### src/logic/bridge_cmdstat_pkg.sv
package bridge_cmdstat_pkg;

	localparam logic [7:0] CMD_OFFSET = 8'h04;
	localparam logic [7:0] STAT_OFFSET = 8'h06;
	localparam logic [15:0] CMD_RESET = 16'h0000;
	localparam logic [15:0] STAT_RESET = 16'h0290;
	// Command bits that software can change: 9, 8, 6, 5, 2, 1, 0.
	localparam logic [15:0] CMD_WMASK = 16'h0367;
	// Status bits cleared by writing one: 15 to 11 and 8.
	localparam logic [15:0] STAT_W1C_MASK = 16'hf900;

	localparam int CMD_IO_EN = 0;
	localparam int CMD_MEM_EN = 1;
	localparam int CMD_MASTER_EN = 2;
	localparam int CMD_PALETTE_EN = 5;
	localparam int CMD_PERR_RESP = 6;
	localparam int CMD_SERR_EN = 8;
	localparam int CMD_FBB_EN = 9;

	localparam int STAT_66MHZ = 5;
	localparam int STAT_DATA_PERR = 8;
	localparam int STAT_SIG_TABORT = 11;
	localparam int STAT_RCV_TABORT = 12;
	localparam int STAT_RCV_MABORT = 13;
	localparam int STAT_SIG_SERR = 14;
	localparam int STAT_DET_PERR = 15;

	// Fixed fields: select timing 01b at 10:9, fast back-to-back capable, capabilities list.
	localparam logic [15:0] STAT_FIXED = 16'h0290;

	localparam logic [9:0] PAL_ADDR_MASK = 10'h3c6;
	localparam logic [9:0] PAL_ADDR_READ = 10'h3c8;
	localparam logic [9:0] PAL_ADDR_DATA = 10'h3c9;

	// Configuration access from the primary target logic, one per clock.
	typedef struct packed {
		logic wr;
		logic rd;
		logic [7:0] addr;
		logic [3:0] be;
		logic [31:0] wdata;
	} cfg_req_s;

	// Error events from the primary interface, each a one-cycle pulse.
	typedef struct packed {
		logic det_perr;
		logic serr;
		logic rcv_mabort;
		logic rcv_tabort;
		logic sig_tabort;
		logic perr_line;
		logic was_master;
	} err_evt_s;

	typedef struct packed {
		logic io_fwd_en;
		logic mem_fwd_en;
		logic master_en;
		logic sec_claim_en;
		logic perr_resp_en;
		logic serr_drive_en;
		logic fbb_en;
	} ctrl_s;

endpackage

### src/logic/palette_snoop_match.sv
`timescale 1ns/1ps
`default_nettype none
module palette_snoop_match
	import bridge_cmdstat_pkg::*;
(
	input wire logic [31:0] io_addr_i,
	input wire logic io_write_i,
	input wire logic snoop_en_i,
	output logic hit_o
);
	// Only the low ten lines are decoded so that every ISA alias matches.
	wire logic [9:0] low_addr = io_addr_i[9:0]; // RQ8
	wire logic addr_hit = (low_addr == PAL_ADDR_MASK) || (low_addr == PAL_ADDR_READ)
		|| (low_addr == PAL_ADDR_DATA);
	assign hit_o = snoop_en_i && io_write_i && addr_hit; // RQ7
endmodule
`default_nettype wire

### src/logic/bridge_cmdstat_regs.sv
// Notes on behaviour
// RQ1 - Command register sits at offset 04h and clears fully on reset.
// RQ2 - Command bits 15 to 10 read zero and ignore writes.
// RQ3 - Bit 9 is a writable fast back-to-back enable, zero after reset.
// RQ4 - System error output is driven only while command bit 8 is one.
// RQ5 - No address/data stepping; bit 7 reads zero, ignores writes.
// RQ6 - Parity error response only while bit 6 is set; clear after reset.
// RQ7 - With snoop enabled, palette I/O writes pass to the secondary bus.
// RQ8 - Palette decode compares address lines 9 to 0 only.
// RQ9 - Memory write and invalidate enable, bit 4, reads zero.
// RQ10 - Special cycles never claimed; bit 3 reads zero.
// RQ11 - Primary cycles initiated only while bus master enable bit 2 is set.
// RQ12 - Without bus master enable, no secondary memory or I/O claims.
// RQ13 - Memory forwarding downstream only while memory space enable is set.
// RQ14 - I/O forwarding downstream only while I/O space enable is set.
// RQ15 - Writing one to a status flag clears it.
// RQ16 - Writing zero to a status flag leaves it unchanged.
// RQ17 - Status register at offset 06h, reset value 0290h.
// RQ18 - Status bit 14 sets on signalled system error when enabled.
// RQ19 - Status bit 8 sets on data parity error as master with response on.
// RQ20 - Status bits 10 to 9 read fixed 01b.
// RQ21 - Status bit 5 follows the 66 MHz strap.
`timescale 1ns/1ps
`default_nettype none
module bridge_cmdstat_regs
	import bridge_cmdstat_pkg::*;
(
	input wire logic clk_i,
	input wire logic rstn_i,
	input wire cfg_req_s cfg_i,
	input wire err_evt_s evt_i,
	input wire logic primary_66mhz_strap_i,
	input wire logic [31:0] io_addr_i,
	input wire logic io_write_i,
	output logic [31:0] cfg_rdata_o,
	output logic cfg_ack_o,
	output ctrl_s ctrl_o,
	output logic serr_o,
	output logic serr_oe_o,
	output logic palette_fwd_o
);
	logic [15:0] cmd_q;
	logic [15:0] cmd_d;
	logic [15:0] flags_q;
	logic [15:0] flags_d;
	logic strap_meta_q;
	logic strap_sync_q;
	logic [31:0] rdata_q;
	logic ack_q;
	ctrl_s ctrl_q;
	logic serr_q;
	logic serr_oe_q;
	logic pal_q;
	logic pal_hit;

	// Merge one 16-bit half of a dword write under its byte enables.
	function automatic logic [15:0] lane_merge(input logic [15:0] old_v,
		input logic [15:0] new_v, input logic [1:0] be);
		lane_merge = {be[1] ? new_v[15:8] : old_v[15:8], be[0] ? new_v[7:0] : old_v[7:0]};
	endfunction

	// Both registers share the dword at 04h; the status half is the upper word.
	wire logic dword_hit = (cfg_i.addr[7:2] == CMD_OFFSET[7:2]);
	wire logic cmd_wr = cfg_i.wr && dword_hit; // RQ1
	wire logic stat_wr = cfg_i.wr && dword_hit && (STAT_OFFSET[1] == 1'b1); // RQ17
	wire logic [15:0] cmd_wr_val = lane_merge(cmd_q, cfg_i.wdata[15:0], cfg_i.be[1:0]);
	wire logic [15:0] cmd_bits_written = {{8{cfg_i.be[1]}}, {8{cfg_i.be[0]}}};
	wire logic [15:0] w1c = cfg_i.wdata[31:16] & {{8{cfg_i.be[3]}}, {8{cfg_i.be[2]}}}
		& STAT_W1C_MASK & {16{stat_wr}}; // RQ15 RQ16

	// Fixed-zero command bits never store anything.
	assign cmd_d = cmd_wr ? ((cmd_wr_val & CMD_WMASK) | (cmd_q & ~CMD_WMASK & ~cmd_bits_written))
		& CMD_WMASK : cmd_q; // RQ2 RQ5 RQ9 RQ10

	// Event sets take priority over a clear in the same cycle.
	wire logic [15:0] set_v = {
		evt_i.det_perr,
		evt_i.serr & cmd_q[CMD_SERR_EN], // RQ18
		evt_i.rcv_mabort,
		evt_i.rcv_tabort,
		evt_i.sig_tabort,
		2'b00,
		evt_i.perr_line & evt_i.was_master & cmd_q[CMD_PERR_RESP], // RQ19
		8'h00};
	assign flags_d = ((flags_q & ~w1c) | set_v) & STAT_W1C_MASK;

	// The strap sits outside the clock domain and is synchronised first.
	wire logic [15:0] stat_view = flags_q | STAT_FIXED
		| (16'(strap_sync_q) << STAT_66MHZ); // RQ20 RQ21
	wire logic [31:0] rd_val = dword_hit ? {stat_view, cmd_q} : 32'h0000_0000;

	palette_snoop_match u_pal (
		.io_addr_i(io_addr_i),
		.io_write_i(io_write_i),
		.snoop_en_i(cmd_q[CMD_PALETTE_EN]),
		.hit_o(pal_hit)
	);

	always_ff @(posedge clk_i)
	begin
		if (!rstn_i)
		begin
			cmd_q <= CMD_RESET; // RQ1 RQ3 RQ6
			flags_q <= STAT_RESET & STAT_W1C_MASK; // RQ17
			strap_meta_q <= 1'b0;
			strap_sync_q <= 1'b0;
			rdata_q <= 32'h0000_0000;
			ack_q <= 1'b0;
			ctrl_q <= '0;
			serr_q <= 1'b0;
			serr_oe_q <= 1'b0;
			pal_q <= 1'b0;
		end
		else
		begin
			cmd_q <= cmd_d;
			flags_q <= flags_d;
			strap_meta_q <= primary_66mhz_strap_i;
			strap_sync_q <= strap_meta_q;
			rdata_q <= cfg_i.rd ? rd_val : rdata_q;
			ack_q <= cfg_i.rd || cfg_i.wr;
			ctrl_q.io_fwd_en <= cmd_d[CMD_IO_EN]; // RQ14
			ctrl_q.mem_fwd_en <= cmd_d[CMD_MEM_EN]; // RQ13
			ctrl_q.master_en <= cmd_d[CMD_MASTER_EN]; // RQ11
			ctrl_q.sec_claim_en <= cmd_d[CMD_MASTER_EN]; // RQ12
			ctrl_q.perr_resp_en <= cmd_d[CMD_PERR_RESP]; // RQ6
			ctrl_q.serr_drive_en <= cmd_d[CMD_SERR_EN]; // RQ4
			ctrl_q.fbb_en <= cmd_d[CMD_FBB_EN]; // RQ3
			serr_q <= 1'b0;
			serr_oe_q <= evt_i.serr && cmd_q[CMD_SERR_EN]; // RQ4
			pal_q <= pal_hit; // RQ7
		end
	end

	assign cfg_rdata_o = rdata_q;
	assign cfg_ack_o = ack_q;
	assign ctrl_o = ctrl_q;
	assign serr_o = serr_q;
	assign serr_oe_o = serr_oe_q;
	assign palette_fwd_o = pal_q;
endmodule
`default_nettype wire

### config.mk
export PLATFORM = sky130hd
export DESIGN_NAME = bridge_cmdstat_regs
export DESIGN_NICKNAME = d
export VERILOG_FILES = /design/src/logic/bridge_cmdstat_pkg.sv /design/src/logic/palette_snoop_match.sv /design/src/logic/bridge_cmdstat_regs.sv
export SDC_FILE = /design/constraint.sdc
export NUM_CORES = 1
export LEC_CHECK = 0
export BUFFER_PORTS_ARGS = -buffer_cell sky130_fd_sc_hd__buf_2
export CAP_MARGIN = 20
export CORE_ASPECT_RATIO = 1.5
export CORE_MARGIN = 3
export CORE_UTILIZATION = 35
export DETAILED_ROUTE_END_ITERATION = 10
export PLACE_DENSITY = 0.85
export SLEW_MARGIN = 5
export SYNTH_ARGS = -nofsm -noshare
export SYNTH_HDL_FRONTEND = slang
export SYNTH_SLANG_ARGS = --single-unit
### constraint.sdc
create_clock -name clk_i -period 1.7 [get_ports clk_i]
set_input_delay 0.255 -clock clk_i [delete_from_list [all_inputs] [get_ports clk_i]]
set_output_delay 0.255 -clock clk_i [all_outputs]
set_load 0.05 [all_outputs]
==> results.py, run 1 <==
metrics = {
    "status": {
        "status": "completed",
    },
    "synthesis": {
        "ys_ff_latch": 33,
        "synth_compound_area_frac": 0.101,
        "synth_edf_count": 0,
        "synth_fa_ha_area_frac": 0,
        "ys_top_cells_by_area": "dfxtp_1, buf_4, nand3b_1",
        "synth.distinct_cells": 27,
        "synth_common_cells": "dfxtp_1, o21ai_0, buf_4, nand2_1",
        "synthMuxAreaShare": 0.0475,
        "yosysTopAreaCellShare": 0.448,
        "yosys_most_used_dff": "dfxtp_1",
        "netlist_area_sq_mm": 0.00147,
        "synthArstFlopShare": 0,
        "synth_xor_area_frac": 0,
        "synthSimpleGateAreaFrac": 0.268,
        "synth_area_leader_cell": "dfxtp_1",
        "ys_seq_area_frac": 0.448,
        "synth.most_common_cell": "dfxtp_1",
        "avgSynthCellArea_sq_um": 8.67,
        "synthCells": 170,
        "synth_top_family_by_area": "simple AND/OR/NAND/NOR gates",
        "yosysWarningCount": 0,
    },
    "cells_and_area": {
        "design_area_sq_mm": 0.00188,
        "nets": 327,
        "num-fill-cells": 421,
        "synthToLayoutAreaGrowth_pct": 27.7,
        "final_layout_size_suffix_gt1_frac": 0.357,
        "diodes": 0,
        "final_cell_count_no_fill": 283,
        "final_util": 0.471,
    },
    "clock_network": {
        "clk_path_buf_depth": 2,
        "cts_hold_buf": 0,
        "insertion_delay_ns": 0.28,
        "cts-root-buf": "clkbuf_8",
        "cts_buffers": 5,
        "cts_tree": "built",
        "post_cts_buffers": 0,
        "h-tree-depth": 2,
        "cts.repair.resized": 0,
        "path_clk_slew_ns": 0.07,
        "cts.sinks": 33,
    },
    "power_and_ir_drop": {
        "p_per_area_mw_per_mm2": 843,
        "vdd_drop_max_mv": 0.557,
        "p_leak_nw": 0.890,
        "power.total_mw": 1.59,
    },
    "critical_path": {
        "worstPathArrival_ns": 1.53,
        "endpoint_kind": "flop",
        "cp_slowest_cell": "or4_4",
        "cp_max_fo": 5,
        "critPathTopFamily": "simple AND/OR/NAND/NOR gates",
        "max_stage_delay_ns": 0.56,
        "startpoint_type": "input pin",
        "path_cells": "buf_2 -> or4_4 -> nor3_4 -> mux2i_1",
        "cp_num_buf_inv": 1,
        "crit_type": "in -> reg",
        "critical_path_required_ns": 1.91,
        "r2r_slack_ns": 0.81,
    },
    "global_route": {
        "grt.total_usage": 0.137,
        "grt_max_degree": 32,
        "antenna_found_initial": 0,
        "grt-ovfl-total": 0,
        "grt_pass1_vias": 1167,
        "grt_pass1_wl_um": 5240,
    },
    "place": {
        "placed_cell_area_sq_mm": 0.00179,
        "io_buffer_count": 71,
        "dp.cells": 276,
        "place.gp.congestion": 0.664,
        "dpl.hpwl_um": 2570,
        "dp_slack_ns": 0.0769,
    },
    "timing": {
        "fmax_mhz": 759,
        "setup_viol": 0,
        "tns_ns": 0,
        "finalCritPeriodShare": 0.776,
        "rsz0062_at_grt": "false",
        "finClkSkew_ns": 0.00807,
        "final-hold-violation-count": 0,
        "finalWorstSetupSlack_ns": 0.382,
        "layout_min_cycle_time_ns": 1.32,
        "final-max-slew-violation-count": 0,
        "whs_ns": 0.151,
    },
    "floorplanning": {
        "io_pins": 132,
        "coreArea_sq_mm": 0.00399,
        "row_count": 28,
        "die_w_um": 59.0,
        "initial_utilization": 0.369,
        "die_height_um": 85.5,
        "die_area_sq_mm": 0.00504,
    },
    "drt": {
        "drt_iter0_markers": 61,
        "dr.pass1.iters": 4,
        "wl_per_cell_um": 11.6,
        "vias": 1353,
        "viasPerCell": 4.78,
        "drc": 0,
        "wirelength_um": 3280,
        "postRouteAntennaNets": 0,
    },
    "flow_run": {
        "maxCapViolations": 0,
    },
    "worst_hold_path": {
        "hp-class": "in -> reg",
    },
}
-- state kept, by name, summed over array words and instances (netlist names) --
signal,flops
strap_sync_q,1
cfg_rdata_o,15
strap_meta_q,1
cmd_q,7
flags_q,6
cfg_ack_o,1
serr_oe_o,1
palette_fwd_o,1
-- worst reg2reg max path, stage by stage, from the launching register on --
cell and delay [ns]:
dfxtp_1 0.42, and3_1 0.18, o21ai_0 0.08, a31oi_1 0.14
-- layout by cell type, fill, tap and decap left out, types with 2 or more instances in the layout --
| master | Yosys | final |
|---|---|---|
| nand4_1 | 2 | 2 |
| nor2_1 | 2 | 2 |
| and2_1 | 2 | 2 |
| nor4_1 | 2 | 2 |
| nand2_1 | 19 | 19 |
| nand3_1 | 15 | 15 |
| dfxtp_1 | 33 | 33 |
| and3_1 | 2 | 2 |
| a31oi_1 | 5 | 5 |
| conb_1 | 1 | 16 |
| inv_1 | 4 | 4 |
| nand3b_1 | 15 | 15 |
| buf_4 | 19 | 4 |
| o21ai_0 | 20 | 20 |
| clkbuf_8 | 0 | 6 |
| nor2b_1 | 2 | 2 |
| mux2i_1 | 7 | 7 |
| a21oi_1 | 2 | 2 |
| buf_2 | 0 | 71 |
-- cell type report --
class	count	area, sq um	area share
multi-input cells	119	674	0.358
flip-flops and latches	33	661	0.351
repair buffers	75	385	0.205
clock buffers	6	82.6	0.0439
well taps	45	56.3	0.0299
inverters	4	15.0	0.00798
clock inverters	1	7.51	0.00399
-- metal layers --
layer  vias up  wire length, um  global-route usage  part of all wire
met5         -                0                   0                 0
met3         5              278              0.0411             0.085
met1       601             1350               0.157              0.41
met2        58             1590               0.225              0.49
met4         0               61              0.0680             0.019
li1        689                -                   -                 -
-- final timing paths --
| check | startpoint | to | cells after the start |
|---|---|---|---|
| max | cfg_i[43] | cmd_q[1]$_SDFFE_PN0P_ | 4 |
| min | cfg_i[27] | flags_q[11]$_SDFF_PN0_ | 2 |
| max reg2reg | cmd_q[6]$_SDFFE_PN0P_ | flags_q[8]$_SDFF_PN0_ | 3 |
| min reg2reg | strap_meta_q$_SDFF_PN0_ | strap_sync_q$_SDFF_PN0_ | 1 |
-- power breakdown --
| group | internal [mW] | switching (mW) | total [mW] |
|---|---|---|---|
| sequential | 0.784 | 0.00548 | 0.790 |
| clock | 0.320 | 0.267 | 0.586 |
| combinational | 0.0632 | 0.147 | 0.210 |
-- cells by family (layout without fill, tap and decap cells) --
| family | after synthesis | in the layout |
|---|---|---|
| buffers and inverters | 33 | 86 |
| DFF | 33 | 33 |
| other | 1 | 16 |
| muxes | 7 | 7 |
| AOI/OAI and AO/OA | 28 | 28 |
| and+or+nand+nor | 68 | 68 |
Power figures use the tool's default switching activity.
==> run 2: changes to the inputs <==
--- a/config.mk
+++ b/config.mk
@@ -9,9 +9,9 @@
 export CAP_MARGIN = 20
 export CORE_ASPECT_RATIO = 1.5
 export CORE_MARGIN = 3
-export CORE_UTILIZATION = 35
+export CORE_UTILIZATION = 33
 export DETAILED_ROUTE_END_ITERATION = 10
-export PLACE_DENSITY = 0.85
+export PLACE_DENSITY = 0.84
 export SLEW_MARGIN = 5
 export SYNTH_ARGS = -nofsm -noshare
 export SYNTH_HDL_FRONTEND = slang
==> constraint.sdc (replaced) <==
create_clock -name clk_i -period 1.2 [get_ports clk_i]
set_input_delay 0.18 -clock clk_i [delete_from_list [all_inputs] [get_ports clk_i]]
set_output_delay 0.18 -clock clk_i [all_outputs]
set_load 0.05 [all_outputs]
==> run 2 against run 1 <==
Compared with the run above: global-route usage shrank 0.14 points; non-clock buffer count is 1 higher; routed wire length increased by 2.3%; clock skew is 0.0049 ns lower; first-iteration DRC count fell by 66%; power grew 67%; critical path depth increased by 1; combinational power increased by 47%; largest cell class unchanged; largest power group is now clock; highest routed layer unchanged.
==> results.py, run 2 (same netlist as run 1, synthesis figures left out) <==
metrics = {
    "status": {
        "status": "completed",
    },
    "timing": {
        "whs_ns": 0.0713,
        "tns_ns": 0,
        "setup_viol": 0,
        "finalCritPeriodShare": 0.950,
        "layout_min_cycle_time_ns": 1.14,
        "final-max-slew-violation-count": 0,
        "final-hold-violation-count": 0,
        "rsz0062_at_grt": "false",
        "finClkSkew_ns": 0.00312,
        "fmax_mhz": 878,
    },
    "critical_path": {
        "worstPathArrival_ns": 1.34,
        "cp_max_fo": 5,
        "crit_start": "cfg_i[43]",
        "max_stage_delay_ns": 0.56,
        "reg2reg_from": "cmd_q[6]$_SDFFE_PN0P_",
        "path_cells": "buf_2 -> or4_4 -> nor3_4 -> buf_12 -> mux2i_1",
        "endpoint_kind": "flop",
        "r2r_slack_ns": 0.31,
        "critPathCapture": "cmd_q[2]$_SDFFE_PN0P_",
        "crit_type": "in -> reg",
        "critPathTopFamily": "simple AND/OR/NAND/NOR gates",
        "cp.depth": 5,
        "cp_slowest_cell": "or4_4",
        "cp_num_buf_inv": 2,
        "critical_path_required_ns": 1.40,
        "regToRegEndpoint": "flags_q[8]$_SDFF_PN0_",
        "r2r_cells": 3,
        "startpoint_type": "input pin",
    },
    "place": {
        "placed_cell_area_sq_mm": 0.00184,
        "dpl.hpwl_um": 2670,
        "dp.cells": 278,
        "io_buffer_count": 71,
        "place.gp.congestion": 0.730,
    },
    "power_and_ir_drop": {
        "power.internal_mw": 2.03,
        "p_per_area_mw_per_mm2": 1340,
        "switching_share": 0.231,
        "p_leak_nw": 0.930,
        "p_clk_frac": 0.461,
        "vdd_drop_max_mv": 0.612,
        "p_switching_uw": 611,
        "seqPwrFrac": 0.423,
        "power_frac_comb": 0.116,
    },
    "clock_network": {
        "cts-root-buf": "clkbuf_8",
        "insertion_delay_ns": 0.28,
        "cts_tree": "built",
        "cts_buffers": 5,
        "h-tree-depth": 2,
        "cts.sinks": 33,
        "clk_path_buf_depth": 2,
        "path_clk_slew_ns": 0.07,
    },
    "cells_and_area": {
        "final_cell_count_no_fill": 286,
        "design_area_sq_mm": 0.00198,
        "layout_common_cells": "buf_2, dfxtp_1, o21ai_0",
        "diodes": 0,
        "final_common_cell": "buf_2",
        "largest_reg_flops": 15,
        "final_layout_size_suffix_gt1_frac": 0.363,
        "synthToLayoutAreaGrowth_pct": 34.1,
        "nets": 328,
    },
    "floorplanning": {
        "io_pins": 132,
        "die_w_um": 60.6,
        "die_area_sq_mm": 0.00532,
        "die_height_um": 87.9,
        "initial_utilization": 0.344,
        "row_count": 29,
        "coreArea_sq_mm": 0.00428,
    },
    "drt": {
        "wirelength_um": 3360,
        "viasPerCell": 4.72,
        "wl_per_cell_um": 11.7,
        "vias": 1349,
        "postRouteAntennaNets": 0,
        "drc": 0,
        "dr.pass1.iters": 4,
        "drt_iter0_markers": 21,
    },
    "worst_hold_path": {
        "hp-class": "in -> reg",
    },
    "flow_run": {
        "maxCapViolations": 0,
    },
    "global_route": {
        "grt_max_degree": 32,
        "grt_pass1_vias": 1255,
        "grt_pass1_wl_um": 5410,
        "grt-ovfl-total": 0,
        "antenna_found_initial": 0,
        "grt.total_usage": 0.136,
    },
}
run 2: cell types whose count changed in the layout (fill, tap and decap cells not counted), sizes merged:
cell and change:
clkinv +1, bufinv +2, clkinvlp -1
run 2: metal layers:
| metal | part of all wire | GRT usage |
|---|---|---|
| met1 | 0.37 | 0.146 |
| met4 | 0.035 | 0.0888 |
| met2 | 0.51 | 0.229 |
| met3 | 0.084 | 0.0324 |
| met5 | 0 | 0 |
run 2: through the flow:
| step | utilization | total power [mW] | setup WS (ns) |
|---|---|---|---|
| 4_1_cts | 0.461 | 2.69 | 0.0163 |
| 2_1_floorplan | - | 1.39 | -0.0593 |
| 3_3_place_gp | 0.429 | 1.45 | -0.191 |
| 3_5_place_dp | 0.429 | 1.45 | -0.249 |
| 5_1_grt | 0.462 | 2.77 | 0.00502 |
| 6_report | 0.462 | 2.64 | 0.0605 |
run 2: layout make-up:
type,instances,area (sq um)
repair buffers,76,435
multi-input cells,119,674
clock inverters,3,65.1
clock buffers,5,68.8
well taps,46,57.6
inverters,4,15.0
fillers,447,2300
flip-flops and latches,33,661
run 2: repair_timing:
action | in CTS | in global routing
hold buffers | 0 | 0
endpoints found under the setup margin | 0 | 2
buffers inserted | 0 | 0
gates resized for setup | 0 | 3
run 2: worst min path at each step:
| stage | slack, ns | from | depth (start not counted) | endpoint |
|---|---|---|---|---|
| 2_1_floorplan | 0.28 | cfg_i[27] | 1 | flags_q[11]$_SDFF_PN0_ |
| 5_1_grt | 0.07 | cfg_i[27] | 2 | flags_q[11]$_SDFF_PN0_ |
| 3_5_place_dp | 0.37 | cfg_i[27] | 2 | flags_q[11]$_SDFF_PN0_ |
| 4_1_cts | 0.06 | cfg_i[27] | 2 | flags_q[11]$_SDFF_PN0_ |
| 6_report | 0.07 | cfg_i[27] | 2 | flags_q[11]$_SDFF_PN0_ |
| 3_3_place_gp | 0.36 | cfg_i[28] | 2 | flags_q[12]$_SDFF_PN0_ |
run 2: power by group through the flow:
stage	logic [mW]	clock network, mW	registers [mW]
finish	0.308	1.22	1.12
global route	0.335	1.32	1.12
detailed placement	0.308	0	1.14
CTS	0.308	1.26	1.12
global placement	0.304	0	1.14
floorplan	0.233	0	1.15
==> run 3: changes to the inputs <==
==> constraint.sdc (replaced) <==
create_clock -name clk_i -period 1 [get_ports clk_i]
set_input_delay 0.05 -clock clk_i [delete_from_list [all_inputs] [get_ports clk_i]]
set_output_delay 0.05 -clock clk_i [all_outputs]
set_load 0.05 [all_outputs]
==> run 3 against run 2 <==
Compared with the run above: utilization increased by 2.1 points; global-route usage increased by 0.68 points; first-iteration DRC count is 130% higher; routed wire length is 7.9% higher; power increased by 7.4%; clock power is 11% lower; die area did not move; via count rose by 3.4%; count of clock-buffer cells in the layout is 2 higher; critical path depth unchanged; sequential power is 20% higher; sequential cell count is the same; critical path type unchanged; critical endpoint is now flags_q[11]$_SDFF_PN0_.
==> results.py, run 3 (same netlist as run 1, synthesis figures left out) <==
metrics = {
    "critical_path": {
        "cp_slowest_cell": "or4_4",
        "critical_path_required_ns": 1.17,
        "cp.depth": 5,
        "crit_type": "in -> reg",
        "reg2reg_from": "cmd_q[8]$_SDFFE_PN0P_",
        "worstPathArrival_ns": 1.13,
        "regToRegEndpoint": "flags_q[14]$_SDFF_PN0_",
        "critPathTopFamily": "simple AND/OR/NAND/NOR gates",
        "max_stage_delay_ns": 0.56,
        "endpoint_kind": "flop",
        "r2r_cells": 3,
        "startpoint_type": "input pin",
        "path_cells": "buf_6 -> or4_4 -> nor3_2 -> buf_4 -> a31oi_1",
        "r2r_slack_ns": 0.18,
        "cp_num_buf_inv": 2,
        "cp_max_fo": 5,
    },
    "timing": {
        "final-hold-violation-count": 0,
        "whs_ns": 0.0121,
        "finClkSkew_ns": 0.00138,
        "setup_viol": 0,
        "rsz0062_at_grt": "false",
        "layout_min_cycle_time_ns": 0.964,
        "fmax_mhz": 1040,
        "final-max-slew-violation-count": 0,
        "finalCritPeriodShare": 0.964,
    },
    "global_route": {
        "grt_pass1_wl_um": 5700,
        "grt-ovfl-total": 0,
        "antenna_found_initial": 0,
        "grt.total_usage": 0.143,
        "grt_max_degree": 32,
        "grt_pass1_vias": 1295,
    },
    "cells_and_area": {
        "nets": 337,
        "diodes": 0,
        "num-fill-cells": 425,
        "layout_common_cells": "buf_2, dfxtp_1, o21ai_0",
        "multi_input_area_sq_um": 689,
        "largest_reg_flops": 15,
        "final_common_cell": "buf_2",
        "synthToLayoutAreaGrowth_pct": 40.3,
        "regArea_sq_um": 663,
        "final_layout_size_suffix_gt1_frac": 0.361,
    },
    "flow_run": {
        "maxCapViolations": 0,
    },
    "drt": {
        "vias": 1395,
        "drt_iter0_markers": 48,
        "dr.pass1.iters": 4,
        "viasPerCell": 4.73,
        "drc": 0,
        "wirelength_um": 3620,
        "postRouteAntennaNets": 0,
        "wl_per_cell_um": 12.3,
    },
    "clock_network": {
        "h-tree-depth": 2,
        "insertion_delay_ns": 0.28,
        "cts_tree": "built",
        "clk_path_buf_depth": 2,
        "cts.sinks": 33,
        "path_clk_slew_ns": 0.06,
        "cts-root-buf": "clkbuf_8",
        "cts_buffers": 5,
    },
    "floorplanning": {
        "row_count": 29,
        "die_height_um": 87.9,
        "die_w_um": 60.6,
        "io_pins": 132,
        "die_area_sq_mm": 0.00532,
        "coreArea_sq_mm": 0.00428,
        "initial_utilization": 0.344,
    },
    "place": {
        "place.gp.congestion": 0.683,
        "io_buffer_count": 71,
        "dpl.hpwl_um": 2720,
    },
    "status": {
        "status": "completed",
    },
    "power_and_ir_drop": {
        "power_frac_comb": 0.146,
        "power.internal_mw": 2.10,
        "power.total_mw": 2.84,
        "seqPwrFrac": 0.473,
        "vdd_drop_max_mv": 0.790,
        "p_clk_frac": 0.381,
        "p_per_area_mw_per_mm2": 1370,
        "p_leak_nw": 0.955,
        "switching_share": 0.259,
        "p_switching_uw": 737,
    },
    "worst_hold_path": {
        "whs_endpoint": "palette_fwd_o$_SDFF_PN0_",
        "whs_path_depth": 4,
        "hp-class": "in -> reg",
        "hp-start": "io_addr_i[4]",
    },
}
[run 3: how the worst max path moves through the flow]
stage	startpoint	to	slack (ns)
4_1_cts	cfg_i[40]	cmd_q[0]$_SDFFE_PN0P_	-0.0008
2_1_floorplan	cfg_i[43]	cmd_q[6]$_SDFFE_PN0P_	-0.13
6_report	cfg_i[43]	flags_q[11]$_SDFF_PN0_	0.04
5_1_grt	cfg_i[43]	flags_q[11]$_SDFF_PN0_	0.006
3_5_place_dp	cfg_i[43]	cmd_q[2]$_SDFFE_PN0P_	-0.32
3_3_place_gp	cfg_i[43]	cmd_q[6]$_SDFFE_PN0P_	-0.30
[run 3: repair_timing]
action | 4_1_cts | 5_1_grt
gates resized for setup | 3 | 9
endpoints found under the setup margin | 6 | 12
pin swaps | 2 | 4
hold buffers | 9 | 0
setup buffers | 1 | 0
hold endpoints to repair | 9 | 0
[run 3: worst register-to-register path, delay by kind of cell (launching register included)]
family / cells / cell delay [ns]
AO/OA/AOI/OAI: 1 / 0.13
flip-flops: 1 / 0.36
AND/OR/NAND/NOR: 2 / 0.26
[run 3: layout make-up]
| type | count | share of cell area |
|---|---|---|
| Sequential cell | 33 | 0.321 |
| Clock buffer | 7 | 0.0466 |
| Tap cell | 46 | 0.0278 |
| Timing Repair Buffer | 85 | 0.262 |
| Clock inverter | 1 | 0.00242 |
| Inverter | 4 | 0.00726 |
| Multi-Input combinational cell | 119 | 0.333 |
[run 3: per-stage QoR]
stage / instances / worst slack, ns / cell area [sq um] / utilization / TNS, ns
floorplan: 185 / -0.135 / 1530 / - / -1.27
global placement: 277 / -0.299 / 1820 / 0.425 / -3.66
detailed placement: 277 / -0.320 / 1820 / 0.425 / -4.16
CTS: 295 / -0.000807 / 2030 / 0.475 / -0.000959
global route: 295 / 0.00559 / 2070 / 0.483 / 0
finish: 295 / 0.0360 / 2070 / 0.483 / 0
[run 3: per-layer routing]
layer	track usage	up-vias	wire, um	part of all wire
li1	-	708	-	-
met1	0.155	620	1340	0.37
met2	0.246	59	1960	0.54
met3	0.0324	8	228	0.063
met4	0.0809	0	91	0.025
met5	0	-	0	0
[run 3: power groups by stage]
stage | sequential (mW) | combinational [mW] | clock (mW)
6_report | 1.34 | 0.414 | 1.08
5_1_grt | 1.34 | 0.446 | 1.18
4_1_cts | 1.34 | 0.403 | 1.13
3_5_place_dp | 1.37 | 0.373 | 0
3_3_place_gp | 1.37 | 0.367 | 0
2_1_floorplan | 1.38 | 0.280 | 0
